`src/csu_pkg.sv`:
```
// shared constants and carrier types for the chip select unit
// assumes one 100 MHz clock; the processor bus clock runs at half that rate
`default_nettype none
package csu_pkg;

  // clock figures
  localparam int unsigned CLK_PERIOD_PS   = 10000;  // aclk period, 10 ns
  localparam int unsigned BUS_CLK_DIV     = 2;      // aclk cycles per processor bus clock
  localparam int unsigned RFSH_ACTIVE_X10 = 15;     // refresh pulse, 1.5 bus clock periods
  // refresh pulse length in aclk cycles, rounded up
  localparam int unsigned RFSH_ACTIVE_CYCLES = (RFSH_ACTIVE_X10 * BUS_CLK_DIV + 9) / 10;

  // register byte offsets
  localparam logic [7:0] OFS_AUX_CONFIG   = 8'h00;
  localparam logic [7:0] OFS_REFRESH_CTRL = 8'h04;
  localparam logic [7:0] OFS_MID_PERIPH   = 8'h08;
  localparam logic [7:0] OFS_MID_CFG      = 8'h0C;
  localparam logic [7:0] OFS_PERIPH_CFG   = 8'h10;
  localparam logic [7:0] OFS_STATUS       = 8'h14;

  // field positions
  localparam int unsigned AUX_MID_WIDE_BIT  = 1;   // midrange data width 16 when set
  localparam int unsigned RFC_MODE_BIT      = 15;  // pseudo-static / dynamic refresh mode
  localparam int unsigned RFC_IVL_W         = 9;   // refresh interval field [8:0]
  localparam int unsigned MPA_LATCH_OPT_BIT = 7;   // 0: latched address bits on pins
  localparam int unsigned MPA_PER_MEM_BIT   = 6;   // peripheral block in memory space
  localparam int unsigned MPA_WHOLE_MID_BIT = 5;   // first select covers whole block
  localparam int unsigned MIDC_SIZE_LSB     = 8;   // size code [10:8]
  localparam int unsigned MIDC_GP_LSB       = 12;  // free-pin levels [14:12]
  localparam int unsigned MID_GRAIN_BITS    = 13;  // 8 KB base granularity
  localparam int unsigned PER_BLOCK_BITS    = 11;  // 2 KB peripheral block
  localparam int unsigned PER_REGION_BITS   = 8;   // 256-byte region

  // reset values
  localparam logic [15:0] AUX_RST  = 16'h0000;
  localparam logic [15:0] RFC_RST  = 16'h0000;
  localparam logic [15:0] MPA_RST  = 16'h0080;
  localparam logic [15:0] MIDC_RST = 16'h0000;
  localparam logic [15:0] PERC_RST = 16'h0000;

  // axi answers
  localparam logic [1:0] RESP_OKAY   = 2'h0;
  localparam logic [1:0] RESP_SLVERR = 2'h2;

  // one bus cycle as offered by the bus unit at its address phase
  typedef struct packed {
    logic [19:0] addr;  // physical address, i/o uses the low 16 bits
    logic        io;    // 1: i/o space, 0: memory space
    logic        read;  // 1: read cycle
  } cyc_req_t;

  // bus cycle sequencer, gray on every step but data-idle
  typedef enum logic [1:0] {
    CYC_IDLE = 2'h0,
    CYC_ADDR = 2'h1,
    CYC_DATA = 2'h3,
    CYC_HOLD = 2'h2
  } cyc_state_t;

  // active-low select set; peripheral index is the region number
  typedef struct packed {
    logic [3:0] mid_n;
    logic [7:0] periph_n;
  } selects_t;

  localparam selects_t SEL_IDLE = '{mid_n: 4'hF, periph_n: 8'hFF};

endpackage
`default_nettype wire

```
`src/refresh_pulse_gen.sv`:
```
// refresh pulse timer for pseudo-static and dynamic memory
// assumes aclk, with the bus clock derived here as a one-cycle enable
`default_nettype none
module refresh_pulse_gen #(
  parameter int unsigned IVL_W  = csu_pkg::RFC_IVL_W,
  parameter int unsigned ACTIVE = csu_pkg::RFSH_ACTIVE_CYCLES
) (
  input  wire logic             aclk,
  input  wire logic             aresetn,
  input  wire logic             enable,
  input  wire logic [IVL_W-1:0] interval,
  output logic                  refresh_n
);
  import csu_pkg::*;

  // pulse counter must hold ACTIVE and at least two cycles
  if (ACTIVE < 2 || ACTIVE > 7 || IVL_W < 1) begin : g_bad_param
    $error("refresh_pulse_gen: unsupported parameters");
  end

  typedef struct packed {
    logic             div;    // bus clock phase
    logic [IVL_W-1:0] ivl;    // bus clocks to next pulse
    logic [2:0]       act;    // remaining low cycles
    logic             pin_n;  // refresh output
  } rfsh_state_t;

  rfsh_state_t r;  // registered state
  rfsh_state_t n;  // next state

  // interval count on the bus clock enable, pulse timed in aclk cycles
  always_comb begin
    n = r;
    n.div = ~r.div;
    if (!enable) begin
      // mode off: keep pin idle high
      n.ivl   = interval;
      n.act   = 3'h0;
      n.pin_n = 1'b1;
    end else if (r.act != 3'h0) begin
      // inside the pulse; rise on the last count
      n.act   = r.act - 3'h1;
      n.pin_n = (r.act == 3'h1);
    end else if (r.div) begin
      if (r.ivl == '0) begin
        // interval spent: start a pulse, reload the wait
        n.ivl   = interval;
        n.act   = 3'(ACTIVE);  // low for ACTIVE cycles, last count raises the pin
        n.pin_n = 1'b0;
      end else begin
        n.ivl = r.ivl - 1'b1;
      end
    end
  end

  // single register bank
  always_ff @(posedge aclk) begin
    if (!aresetn) begin
      r <= '{div: 1'b0, ivl: '0, act: 3'h0, pin_n: 1'b1};
    end else begin
      r <= n;
    end
  end

  assign refresh_n = r.pin_n;

  // three aclk cycles low, i.e. one and a half bus clocks
  a_pulse_width: assert property (@(posedge aclk) disable iff (!aresetn || !enable)
    $fell(refresh_n) |-> !refresh_n ##1 !refresh_n ##1 !refresh_n ##1 refresh_n)
    else $error("refresh pulse width wrong");

  // nothing is emitted while the mode bit is clear
  a_mode_gate: assert property (@(posedge aclk) disable iff (!aresetn)
    !enable |=> refresh_n)
    else $error("refresh pulse without mode bit");

endmodule // refresh_pulse_gen
`default_nettype wire

```
`src/chip_select_unit.sv`:
```
// midrange and peripheral chip selects, refresh pin, latched address bits, read strobe
// assumes the bus unit finishes a cycle before granting hold, on the same clock
//
// How it works
// - first midrange select marks first region, whole block in whole-range mode
// - second and third selects mark regions two, three
// - fourth select marks fourth midrange region
// - midrange width follows aux config bit one
// - midrange selects held high during bus hold
// - whole-range mode frees other three pins
// - refresh pulse only when mode bit set
// - refresh low one and half bus clocks
// - refresh pin keeps driving during hold
// - peripheral selects mark regions 1-4, 6, 7
// - 256-byte regions, asserted with address phase
// - peripheral selects high in reset and hold
// - option bit zero puts latched address out
// - latched address bits frozen across hold
// - read strobe only after bus floated
// - read strobe floats while hold granted
// - on hold release bus, then selects high
//
// Register access over AXI4-Lite and the placing of the registers were chosen for this implementation.
`default_nettype none
module chip_select_unit #(
  parameter int unsigned ADDR_W = 8
) (
  input  wire logic              aclk,
  input  wire logic              aresetn,
  input  wire logic              awvalid,
  output logic                   awready,
  input  wire logic [ADDR_W-1:0] awaddr,
  input  wire logic              wvalid,
  output logic                   wready,
  input  wire logic [31:0]       wdata,
  input  wire logic [3:0]        wstrb,
  output logic                   bvalid,
  input  wire logic              bready,
  output logic [1:0]             bresp,
  input  wire logic              arvalid,
  output logic                   arready,
  input  wire logic [ADDR_W-1:0] araddr,
  output logic                   rvalid,
  input  wire logic              rready,
  output logic [31:0]            rdata,
  output logic [1:0]             rresp,
  input  wire logic              cyc_start,
  input  wire csu_pkg::cyc_req_t cyc_req,
  input  wire logic              ad_floated,
  input  wire logic              cyc_end,
  input  wire logic              hold_grant,
  output logic                   mid_select_first,
  output logic                   mid_select_second,
  output logic                   mid_select_third,
  output logic                   mid_select_fourth,
  output logic                   periph_select_first,
  output logic                   periph_select_second,
  output logic                   periph_select_third,
  output logic                   periph_select_fourth,
  output logic                   periph_select_sixth,
  output logic                   periph_select_seventh,
  output logic                   rd_strobe_n,
  output logic                   rd_strobe_oe_n,
  output logic                   mid_bus_wide
);
  import csu_pkg::*;

  // the map needs one byte of address
  if (ADDR_W < 8 || ADDR_W > 32) begin : g_bad_param
    $error("chip_select_unit: ADDR_W must be 8..32");
  end

  typedef struct packed {
    cyc_state_t  st;        // bus cycle sequencer
    logic        cur_read;  // current cycle is a read
    selects_t    sel;       // decoded selects of this cycle
    logic [1:0]  lat_addr;  // latched address bits 2:1
    logic [3:0]  mid_pin;   // midrange pin levels
    logic [5:0]  per_pin;   // peripheral pins 7,6,4,3,2,1
    logic        rd_n;      // read strobe level
    logic        rd_oe_n;   // read strobe enable, low drives
    logic        wide;      // midrange 16-bit width
    logic [15:0] aux;       // aux_config_reg
    logic [15:0] rfc;       // refresh_control_reg
    logic [15:0] mpa;       // mid_periph_aux_reg
    logic [15:0] midc;      // midrange base, size, free-pin levels
    logic [15:0] perc;      // peripheral base
    logic        awready;   // write address slot open
    logic        wready;    // write data slot open
    logic        aw_have;   // write address captured
    logic        w_have;    // write data captured
    logic [7:0]  waddr;     // captured write offset
    logic [31:0] wdat;      // captured write data
    logic [3:0]  wstb;      // captured byte enables
    logic        bvalid;    // write response pending
    logic [1:0]  bresp;     // write response code
    logic        arready;   // read address slot open
    logic        rvalid;    // read data pending
    logic [1:0]  rresp;     // read response code
    logic [31:0] rdata;     // read data
  } csu_state_t;

  localparam csu_state_t RST_STATE = '{
    st: CYC_IDLE, sel: SEL_IDLE, mid_pin: 4'hF, per_pin: 6'h3F,
    rd_n: 1'b1, aux: AUX_RST, rfc: RFC_RST, mpa: MPA_RST, midc: MIDC_RST,
    perc: PERC_RST, awready: 1'b1, wready: 1'b1, arready: 1'b1, default: '0
  };

  csu_state_t r;          // registered state
  csu_state_t n;          // next state
  selects_t   dec;        // decode of the offered address
  logic       refresh_n;  // refresh timer output

  // address decoder; midrange wins where the blocks overlap
  function automatic selects_t decode(input cyc_req_t q, input logic [15:0] midc,
                                      input logic [15:0] perc, input logic [15:0] mpa);
    selects_t    s;
    logic [2:0]  code;
    logic [6:0]  mask;
    logic [19:0] off;
    logic [1:0]  reg_ix;
    s      = SEL_IDLE;
    code   = midc[MIDC_SIZE_LSB +: 3];
    mask   = 7'h7F << code;
    off    = q.addr - {midc[6:0], 13'h0000};
    reg_ix = 2'(off >> (32'(code) + MID_GRAIN_BITS - 2));
    if (!q.io && ((q.addr[19:MID_GRAIN_BITS] ^ midc[6:0]) & mask) == 7'h00) begin
      if (mpa[MPA_WHOLE_MID_BIT]) begin
        s.mid_n[0] = 1'b0;
      end else begin
        s.mid_n[reg_ix] = 1'b0;
      end
    end else if ((q.io != mpa[MPA_PER_MEM_BIT])
                 && q.addr[19:PER_BLOCK_BITS] == perc[8:0]) begin
      // 256-byte regions; fifth and eighth have no pin
      s.periph_n[q.addr[PER_BLOCK_BITS-1:PER_REGION_BITS]] = 1'b0;
    end
    return s;
  endfunction

  // 16-bit register write under byte enables
  function automatic logic [15:0] merge(input logic [15:0] old, input logic [31:0] d,
                                        input logic [3:0] be);
    return {be[1] ? d[15:8] : old[15:8], be[0] ? d[7:0] : old[7:0]};
  endfunction

  // refresh timer drives the shared fourth midrange pin
  refresh_pulse_gen #(
    .IVL_W  (RFC_IVL_W),
    .ACTIVE (RFSH_ACTIVE_CYCLES)
  ) u_refresh (
    .aclk      (aclk),
    .aresetn   (aresetn),
    .enable    (r.rfc[RFC_MODE_BIT]),
    .interval  (r.rfc[RFC_IVL_W-1:0]),
    .refresh_n (refresh_n)
  );

  assign dec = decode(cyc_req, r.midc, r.perc, r.mpa);

  // next state: cycle sequencer, register slave, pin muxing
  always_comb begin
    n = r;

    // bus cycle sequencer
    case (r.st)
      CYC_IDLE: begin
        if (hold_grant) begin
          // float the strobe first; selects go high in hold state
          n.st      = CYC_HOLD;
          n.rd_n    = 1'b1;
          n.rd_oe_n = 1'b1;
        end else if (cyc_start) begin
          // selects come out with the address phase
          n.st       = CYC_ADDR;
          n.sel      = dec;
          n.cur_read = cyc_req.read;
          n.lat_addr = cyc_req.addr[2:1];
        end
      end
      CYC_ADDR: begin
        if (cyc_end) begin
          n.st  = CYC_IDLE;
          n.sel = SEL_IDLE;
        end else if (ad_floated) begin
          // strobe waits for the bus turnaround
          n.st   = CYC_DATA;
          n.rd_n = ~r.cur_read;
        end
      end
      CYC_DATA: begin
        if (cyc_end) begin
          n.st   = CYC_IDLE;
          n.sel  = SEL_IDLE;
          n.rd_n = 1'b1;
        end
      end
      CYC_HOLD: begin
        n.sel = SEL_IDLE;
        if (!hold_grant) begin
          // take the strobe back
          n.st      = CYC_IDLE;
          n.rd_oe_n = 1'b0;
        end
      end
      default: begin
        n.st = CYC_IDLE;
      end
    endcase

    // write address and data accepted in either order
    if (awvalid && r.awready) begin
      n.awready = 1'b0;
      n.aw_have = 1'b1;
      n.waddr   = awaddr[7:0];
    end
    if (wvalid && r.wready) begin
      n.wready = 1'b0;
      n.w_have = 1'b1;
      n.wdat   = wdata;
      n.wstb   = wstrb;
    end
    if (r.aw_have && r.w_have && !r.bvalid) begin
      // both halves present: commit and answer
      n.aw_have = 1'b0;
      n.w_have  = 1'b0;
      n.bvalid  = 1'b1;
      n.bresp   = RESP_OKAY;
      if (r.waddr == OFS_AUX_CONFIG) begin
        n.aux = merge(r.aux, r.wdat, r.wstb);
      end else if (r.waddr == OFS_REFRESH_CTRL) begin
        n.rfc = merge(r.rfc, r.wdat, r.wstb);
      end else if (r.waddr == OFS_MID_PERIPH) begin
        n.mpa = merge(r.mpa, r.wdat, r.wstb);
      end else if (r.waddr == OFS_MID_CFG) begin
        n.midc = merge(r.midc, r.wdat, r.wstb);
      end else if (r.waddr == OFS_PERIPH_CFG) begin
        n.perc = merge(r.perc, r.wdat, r.wstb);
      end else if (r.waddr != OFS_STATUS) begin
        n.bresp = RESP_SLVERR;  // unmapped
      end
    end
    if (r.bvalid && bready) begin
      // reopen both slots only after the answer is taken
      n.bvalid  = 1'b0;
      n.awready = 1'b1;
      n.wready  = 1'b1;
    end

    // read channel, one outstanding
    if (arvalid && r.arready) begin
      n.arready = 1'b0;
      n.rvalid  = 1'b1;
      n.rresp   = RESP_OKAY;
      n.rdata   = 32'h0000_0000;
      if (araddr[7:0] == OFS_AUX_CONFIG) begin
        n.rdata[15:0] = r.aux;
      end else if (araddr[7:0] == OFS_REFRESH_CTRL) begin
        n.rdata[15:0] = r.rfc;
      end else if (araddr[7:0] == OFS_MID_PERIPH) begin
        n.rdata[15:0] = r.mpa;
      end else if (araddr[7:0] == OFS_MID_CFG) begin
        n.rdata[15:0] = r.midc;
      end else if (araddr[7:0] == OFS_PERIPH_CFG) begin
        n.rdata[15:0] = r.perc;
      end else if (araddr[7:0] == OFS_STATUS) begin
        // live view of the block
        n.rdata[15:0] = {r.lat_addr, r.st, r.mid_pin, r.sel.periph_n};
      end else begin
        n.rresp = RESP_SLVERR;
      end
    end
    if (r.rvalid && rready) begin
      n.rvalid  = 1'b0;
      n.arready = 1'b1;
    end

    // pin levels, registered so every output leaves a flip-flop
    n.wide    = n.aux[AUX_MID_WIDE_BIT];
    n.mid_pin = n.sel.mid_n;
    if (n.mpa[MPA_WHOLE_MID_BIT]) begin
      // spare pins follow software levels
      n.mid_pin[3:1] = n.midc[MIDC_GP_LSB +: 3];
    end
    if (n.rfc[RFC_MODE_BIT]) begin
      // refresh owns the pin, hold or not
      n.mid_pin[3] = refresh_n;
    end
    n.per_pin = {n.sel.periph_n[6:5], n.sel.periph_n[3:0]};
    if (!n.mpa[MPA_LATCH_OPT_BIT]) begin
      n.per_pin[5:4] = n.lat_addr;
    end
  end

  // single register bank; reset parks every select high
  always_ff @(posedge aclk) begin
    if (!aresetn) begin
      r <= RST_STATE;
    end else begin
      r <= n;
    end
  end

  // outputs straight from the register bank
  assign awready               = r.awready;
  assign wready                = r.wready;
  assign bvalid                = r.bvalid;
  assign bresp                 = r.bresp;
  assign arready               = r.arready;
  assign rvalid                = r.rvalid;
  assign rdata                 = r.rdata;
  assign rresp                 = r.rresp;
  assign mid_select_first      = r.mid_pin[0];
  assign mid_select_second     = r.mid_pin[1];
  assign mid_select_third      = r.mid_pin[2];
  assign mid_select_fourth     = r.mid_pin[3];
  assign periph_select_first   = r.per_pin[0];
  assign periph_select_second  = r.per_pin[1];
  assign periph_select_third   = r.per_pin[2];
  assign periph_select_fourth  = r.per_pin[3];
  assign periph_select_sixth   = r.per_pin[4];
  assign periph_select_seventh = r.per_pin[5];
  assign rd_strobe_n           = r.rd_n;
  assign rd_strobe_oe_n        = r.rd_oe_n;
  assign mid_bus_wide          = r.wide;

  // first midrange select high after two cycles of hold, second and third too outside whole-range mode
  a_hold_mid_high: assert property (@(posedge aclk) disable iff (!aresetn)
    hold_grant [*3] |-> mid_select_first
      && (r.mpa[MPA_WHOLE_MID_BIT] || (mid_select_second && mid_select_third)))
    else $error("midrange select low during hold");

  // first to fourth peripheral selects high after two cycles of hold
  a_hold_per_high: assert property (@(posedge aclk) disable iff (!aresetn)
    hold_grant [*3] |-> periph_select_first && periph_select_second
      && periph_select_third && periph_select_fourth)
    else $error("peripheral select low during hold");

  // strobe floated one cycle into hold
  a_hold_rd_float: assert property (@(posedge aclk) disable iff (!aresetn)
    hold_grant ##1 hold_grant |-> rd_strobe_oe_n && rd_strobe_n)
    else $error("read strobe driven during hold");

  // strobe falls only after the bus has floated in a read
  a_rd_after_float: assert property (@(posedge aclk) disable iff (!aresetn)
    $fell(rd_strobe_n) |-> $past(ad_floated) && $past(r.st) == CYC_ADDR && $past(r.cur_read))
    else $error("read strobe before bus floated");

  // never two selects at once
  a_sel_onehot: assert property (@(posedge aclk) disable iff (!aresetn)
    $onehot0(~{r.sel.mid_n, r.sel.periph_n}))
    else $error("more than one select active");

  // selects follow the decode of the address phase
  a_sel_at_addr: assert property (@(posedge aclk) disable iff (!aresetn)
    (r.st == CYC_IDLE && cyc_start && !hold_grant) |=> r.st == CYC_ADDR && r.sel == $past(dec))
    else $error("selects not taken with address phase");

  // latched address bits frozen through hold
  a_latch_hold: assert property (@(posedge aclk) disable iff (!aresetn)
    hold_grant ##1 hold_grant |-> $stable(r.lat_addr))
    else $error("latched address changed during hold");

  // refresh pin carries the timer in refresh mode, hold included
  a_refresh_pin: assert property (@(posedge aclk) disable iff (!aresetn)
    r.rfc[RFC_MODE_BIT] |-> mid_select_fourth == $past(refresh_n))
    else $error("refresh pin not driven by timer");

endmodule // chip_select_unit
`default_nettype wire

```
`config.mk`:
```
export PLATFORM = sky130hd
export DESIGN_NAME = chip_select_unit
export DESIGN_NICKNAME = d
export VERILOG_FILES = /design/src/csu_pkg.sv /design/src/refresh_pulse_gen.sv /design/src/chip_select_unit.sv
export SDC_FILE = /design/constraint.sdc
export NUM_CORES = 1
export LEC_CHECK = 0
export BUFFER_PORTS_ARGS = -buffer_cell sky130_fd_sc_hd__buf_2
export CORE_UTILIZATION = 57
export CTS_CLUSTER_SIZE = 25
export DETAILED_ROUTE_END_ITERATION = 16
export MAX_ROUTING_LAYER = met4
export PLACE_DENSITY = 0.8
export SETUP_SLACK_MARGIN = 0.5
export SYNTH_ARGS = -nofsm -noshare
export SYNTH_HDL_FRONTEND = slang
export SYNTH_SLANG_ARGS = --single-unit
export TNS_END_PERCENT = 5
```
`constraint.sdc`:
```
create_clock -name aclk -period 3.2 [get_ports aclk]
set_clock_uncertainty 0.2 [all_clocks]
set_input_delay 0.64 -clock aclk [delete_from_list [all_inputs] [get_ports aclk]]
set_output_delay 0.64 -clock aclk [all_outputs]
set_load 0.01 [all_outputs]
```
; ---- After elaboration in Yosys (flattened, before gate mapping)
; Index checks and enable logic that the tools add are counted.
[totals]
register_bits = 176
[op_classes]
add_sub_neg = 5
magnitude_cmp = 4
bitwise_logic = 12
n_shift = 2
reduce_logical = 45
eq_ne = 28
mux = 71
[op_table]
columns = op, count
row1 = $mux 16, 11
row2 = $mux 64, 2
row3 = $mux 8, 10
row4 = $mux 48, 1
row5 = $mux 2, 20
row6 = $pmux 12 s3, 1
row7 = $eq 8x4->1 const B, 4
row8 = $mux 32, 1
row9 = $shr 20x32->2, 1
row10 = $mux 13, 2
row11 = $eq 8x5->1 const B, 3
row12 = $sub 20x20->20, 1
row13 = $mux 9, 2
row14 = $mux 17, 1
row15 = $eq 8x3->1 const B, 2
row16 = $logic_not 8->1, 2
row17 = $ne 2x2->1 const B, 8
row18 = $reduce_and 3->1, 5
row19 = $reduce_and 5->1, 3
row20 = $mux 14, 1
row21 = $reduce_and 7->1, 2
row22 = $mux 12, 1
row23 = $mux 4, 3
row24 = $reduce_and 4->1, 3
row25 = 39 further kinds, 77

; ---- Depth between registers and ports, before layout
[depth]
word_depth = 15
depth_mapped = 12
mapped_depth_nobuf = 10

; ---- By module
; Synthesis repeated with hierarchy kept, for this count alone.
[unflattened]
hier_cells = 1003
hier_area_um2 = 8515.7
[modules_own_cells]
columns = mod, area_each_um2, n_inst, cells_each
row1 = chip_select_unit, 7728.7, 1, 909
row2 = refresh_pulse_gen, 787.0, 1, 94

; ---- Worst setup path before layout
; OpenSTA, ideal clock, no wires.
[synth_timing]
path_type = input to register
startpoint = input cyc_req[15] in the netlist's numbering
endpoint = register r[192] in the netlist's numbering
setup_ps = 127
slack_ps = 331
t_arrival_ps = 2542
t_required_ps = 2873
cell_stages = 10
path_cell_list = inv_1 -> ha_1 -> fa_1 -> xnor2_1 -> mux4_2 -> nand2_1 -> a211oi_1 -> a31oi_2 -> nor3b_1 -> o21ai_0
[synth_via]
elab_chain_len = 12
elab_cells_between_ends = 17
[synth_lines]
columns = element, line
row1 = "start, declared", chip_select_unit.sv:48  ; input wire csu_pkg::cyc_req_t cyc_req,
row2 = $sub 20x20->20, chip_select_unit.sv:125  ; off = q.addr - {midc[6:0], 13'h0000};
row3 = $shr 20x32->2, chip_select_unit.sv:126  ; reg_ix = 2'(off >> (32'(code) + MID_GRAIN_BITS - 2));
row4 = $lt 2x3->1 (implied by the code) or $ge 2x1->1 (tied branches), chip_select_unit.sv:131  ; s.mid_n[reg_ix] = 1'b0;
row5 = $logic_and 1x1->1 (implied by the code), chip_select_unit.sv:131
row6 = $mux 1 (implied by the code), chip_select_unit.sv:131
row7 = $demux 1 s2, chip_select_unit.sv:131
row8 = $not 4->4 (no line), -
row9 = $mux 3, chip_select_unit.sv:128  ; if (mpa[MPA_WHOLE_MID_BIT]) begin
row10 = $mux 4 (*), chip_select_unit.sv:127  ; if (!q.io && ((q.addr[19:MID_GRAIN_BITS] ^ midc[6:0]) & mask) == 7'h00) begin
row11 = $mux 17 (*), chip_select_unit.sv:173  ; end else if (cyc_start) begin
row12 = $mux 14 (*), chip_select_unit.sv:168  ; if (hold_grant) begin
row13 = $pmux 12 s3 (*), chip_select_unit.sv:166  ; case (r.st)
row14 = "end signal, assigned", chip_select_unit.sv:300  ; r <= n;
row15 = "end, declared", chip_select_unit.sv:109  ; csu_state_t r;
; Mark *: on every way between the ends. The rest lies on a longest branch, timed or not. The select of a mux whose other input is x is not followed.
; A chain may end at the register's enable or synchronous reset.

; ---- Worst setup path in the final report
[layout_timing]
startpoint = register r[112] in the netlist's numbering
endpoint = register r[191] in the netlist's numbering
[layout_via]
elab_chain_len = 13
elab_cells_between_ends = 18
[layout_lines]
columns = element, line
row1 = $add 3x4->5, chip_select_unit.sv:126
row2 = $sub 5x2->6, chip_select_unit.sv:126
row3 = $shr 20x32->2, chip_select_unit.sv:126
row4 = $lt 2x3->1 (implied by the code) or $ge 2x1->1 (tied branches), chip_select_unit.sv:131
row5 = $logic_and 1x1->1 (implied by the code), chip_select_unit.sv:131
row6 = $mux 1 (implied by the code), chip_select_unit.sv:131
row7 = $demux 1 s2, chip_select_unit.sv:131
row8 = $not 4->4 (no line), -
row9 = $mux 3, chip_select_unit.sv:128
row10 = $mux 4 (*), chip_select_unit.sv:127
row11 = $mux 17 (*), chip_select_unit.sv:173
row12 = $mux 14 (*), chip_select_unit.sv:168
row13 = $pmux 12 s3 (*), chip_select_unit.sv:166
; Marked as above.

==> flow_metrics.env <==
export IMPL_status="finished clean"
export IMPL_start_util_pct=58.6
export IMPL_portBuffers=102
export IMPL_crit_arrival_ns=2.81
export IMPL_clock_sinks=169
export IMPL_regMostFlops="r"
export IMPL_r2r_cells=11
export IMPL_dpl_cell_area_mm2=0.00947
export IMPL_fmax_mhz=367
export IMPL_hold_viol=0
export IMPL_htreeDepth=4
export IMPL_drt_vias_per_instance=5.91
export IMPL_synthCells=1009
export IMPL_peakVddDrop_uv=450
export IMPL_pin_count=139
export IMPL_p_leak_uw=0.00413
export IMPL_syn_area_mm2=0.00893
export IMPL_grt_pass1_vias=6890
export IMPL_ff2ff_setup_slack_ns=0.48
export IMPL_hpwlAfterDp_um=16700
export IMPL_wl_per_cell_um=17.8
export IMPL_pre_cts_ws_ns=0.00768
export IMPL_synthArstFlopShare_pct=0
export IMPL_grt_remaining_overflow=0
export IMPL_dr_max_layer_used="met4"
export IMPL_vias=7718
export IMPL_placementRows=45
export IMPL_antenna_found_initial=0
export IMPL_wl_met3_um=1630
export IMPL_largest_reg_flops=120
export IMPL_final_nets=1183
export IMPL_final_area_mm2=0.0102
export IMPL_worst_slack_ns=0.476
export IMPL_final_setup_tns_ns=0
export IMPL_cts_buffers=17
export IMPL_ctsHoldBuffers=0
export IMPL_wl_met1_um=10400
export IMPL_yosysMostFrequentCell="dfxtp_1"
export IMPL_hold_depth=2
export IMPL_start_kind="register"
export IMPL_drt_total_wl_um=23300
export IMPL_die_area_mm2=0.0162
export IMPL_r2r_end="r[191]"
export IMPL_antenna_left=0
export IMPL_seq_area_frac_synth_pct=37.9
export IMPL_grt_usage_pct=29.8
export IMPL_avgSynthCellArea_um2=8.86
export IMPL_grt_pass1_wl_um=36400
export IMPL_synth_warnings=0
export IMPL_yosys_area_top_type="dfxtp_1"
export IMPL_ys_ff_latch=169
export IMPL_drc_errors=0
export IMPL_min_to="wready"
export IMPL_synth_top_cells_by_area="dfxtp_1, mux2i_1, nor2b_1, nand2_1, a21boi_0"
export IMPL_die_y_um=127
export IMPL_route_met2_wl_um=10600
export IMPL_cts_root_buf="clkbuf_16"
export IMPL_grt_max_degree=44
export IMPL_critPathMaxFanout=7
export IMPL_fin_crit_ns=2.72
export IMPL_critical_path_class="register to register"
export IMPL_worstMarginPinSlew_ns=0.784
export IMPL_worst_slew_margin_rel_pct=47.7
export IMPL_cts_clk_slew_worst_paths_ns=0.06
export IMPL_p_per_area_mw_per_mm2=471
export IMPL_end_kind="register"
export IMPL_ys_top_cells_by_count="dfxtp_1, nand2_1, mux2i_1, nor2b_1, nor2_1"
export IMPL_clk_latency_ns=0.43
export IMPL_drive_above_1_share_pct=20.0
export IMPL_hold_path_class="input port to register"
export IMPL_die_w_um=127
export IMPL_core_area_mm2=0.0153
export IMPL_n_antenna_cell=0
export IMPL_worstHoldStart="wvalid"
export IMPL_gp_congestion=0.891
export IMPL_ys_flop_type="dfxtp_1"
export IMPL_maxCapViolations=0
export IMPL_period_share_pct=85.1
export IMPL_drtIter0Drc=704
export IMPL_synth_top_area_share_pct=37.9
export IMPL_reg2reg_from="r[112]"
export IMPL_cp_required_ns=3.29
export IMPL_slew_violations=0
export IMPL_rsz0062_at_grt="true"
export IMPL_cts_tree="done"
export IMPL_synth_edf_count=0
export IMPL_area_delta_synth_final_pct=14.5
export IMPL_first_pass_iters=5
export IMPL_post_synth_num_cell_types=79
export IMPL_cts_path_max_buffers=2
export IMPL_finalSetupViolCount=0
==> cell families (layout without fill, tap and decap cells) <==
group	after synthesis	count (layout)	synth area share, %
multiplexers	97	97	12.2
buffers and inverters	128	196	7.24
XOR/XNOR	14	14	1.46
other	1	18	0.0420
AO/OA/AOI/OAI	224	224	17.7
AND/OR/NAND/NOR	360	360	21.2
flip-flops	169	169	37.9
adder cells (fa/ha/maj)	16	16	2.32
==> area by class of cell <==
type / count / area, um^2
clock buffer: 20 / 437
clock inverter: 11 / 171
fill: 1249 / 5020
inverter: 27 / 101
multi-input combinational: 729 / 5090
sequential: 169 / 3390
tap: 211 / 264
timing repair buffer: 138 / 781
==> worst max-delay path by stage <==
stage               depth (start not counted)  slack (ns)   startpoint                 to
CTS                                        10        0.49       r[103]             r[191]
finish                                     11        0.48       r[112]             r[191]
floorplan                                  10        0.40  cyc_req[15]   mid_select_third
global placement                           11        0.07  cyc_req[15]  mid_select_fourth
detailed placement                         11       0.008  cyc_req[15]  mid_select_fourth
global route                               11        0.35       r[106]             r[193]
==> layout by cell type (no fill, tap or decap), drive strengths merged, types with 17 or more instances in the layout <==
master and instances:
inv 29, a211oi 17, a221oi 21, a21oi 42, buf 138, nand2 112, mux2i 86, a21boi 49
conb 18, nor2b 80, clkbuf 20, nor2 58, dfxtp 169, o21ai 32, nand3 31
==> metal layers <==
| layer | GRT usage [%] | vias up |
|---|---|---|
| met1 | 38.7 | 3641 |
| met3 | 5.65 | 52 |
| met4 | 10.4 | 0 |
| met5 | - | - |
| li1 | - | 3668 |
| met2 | 46.5 | 357 |
==> per-stage QoR <==
stage	util, %	total power (uW)	std cells	hold slack [ns]
2_1_floorplan	-	2590	1026	0.231
3_3_place_gp	62.1	2710	1267	0.247
3_5_place_dp	62.1	2720	1267	0.256
4_1_cts	66.4	4830	1298	0.212
5_1_grt	67.1	4980	1305	0.230
6_report	67.1	4820	1305	0.219
==> where the power goes <==
group | switching (uW) | internal [uW]
clock network | 836 | 1300
logic | 274 | 196
registers | 60.9 | 2150
==> critical path, cell delays in order, from the launching register on <==
cell	delay, ns
dfxtp_1	0.34
inv_2	0.07
ha_4	0.27
buf_2	0.16
or2_4	0.25
a2111oi_2	0.23
o31a_1	0.23
nor4_4	0.06
a211oi_2	0.28
buf_4	0.18
nor4b_4	0.23
o21ai_1	0.09
==> repair_timing <==
action | in CTS | in global routing
endpoints found under the setup margin | 7 | 10
buffers inserted | 0 | 7
gates resized for setup | 10 | 14
pin swaps | 1 | 7
(Power assumes the default switching activity.)
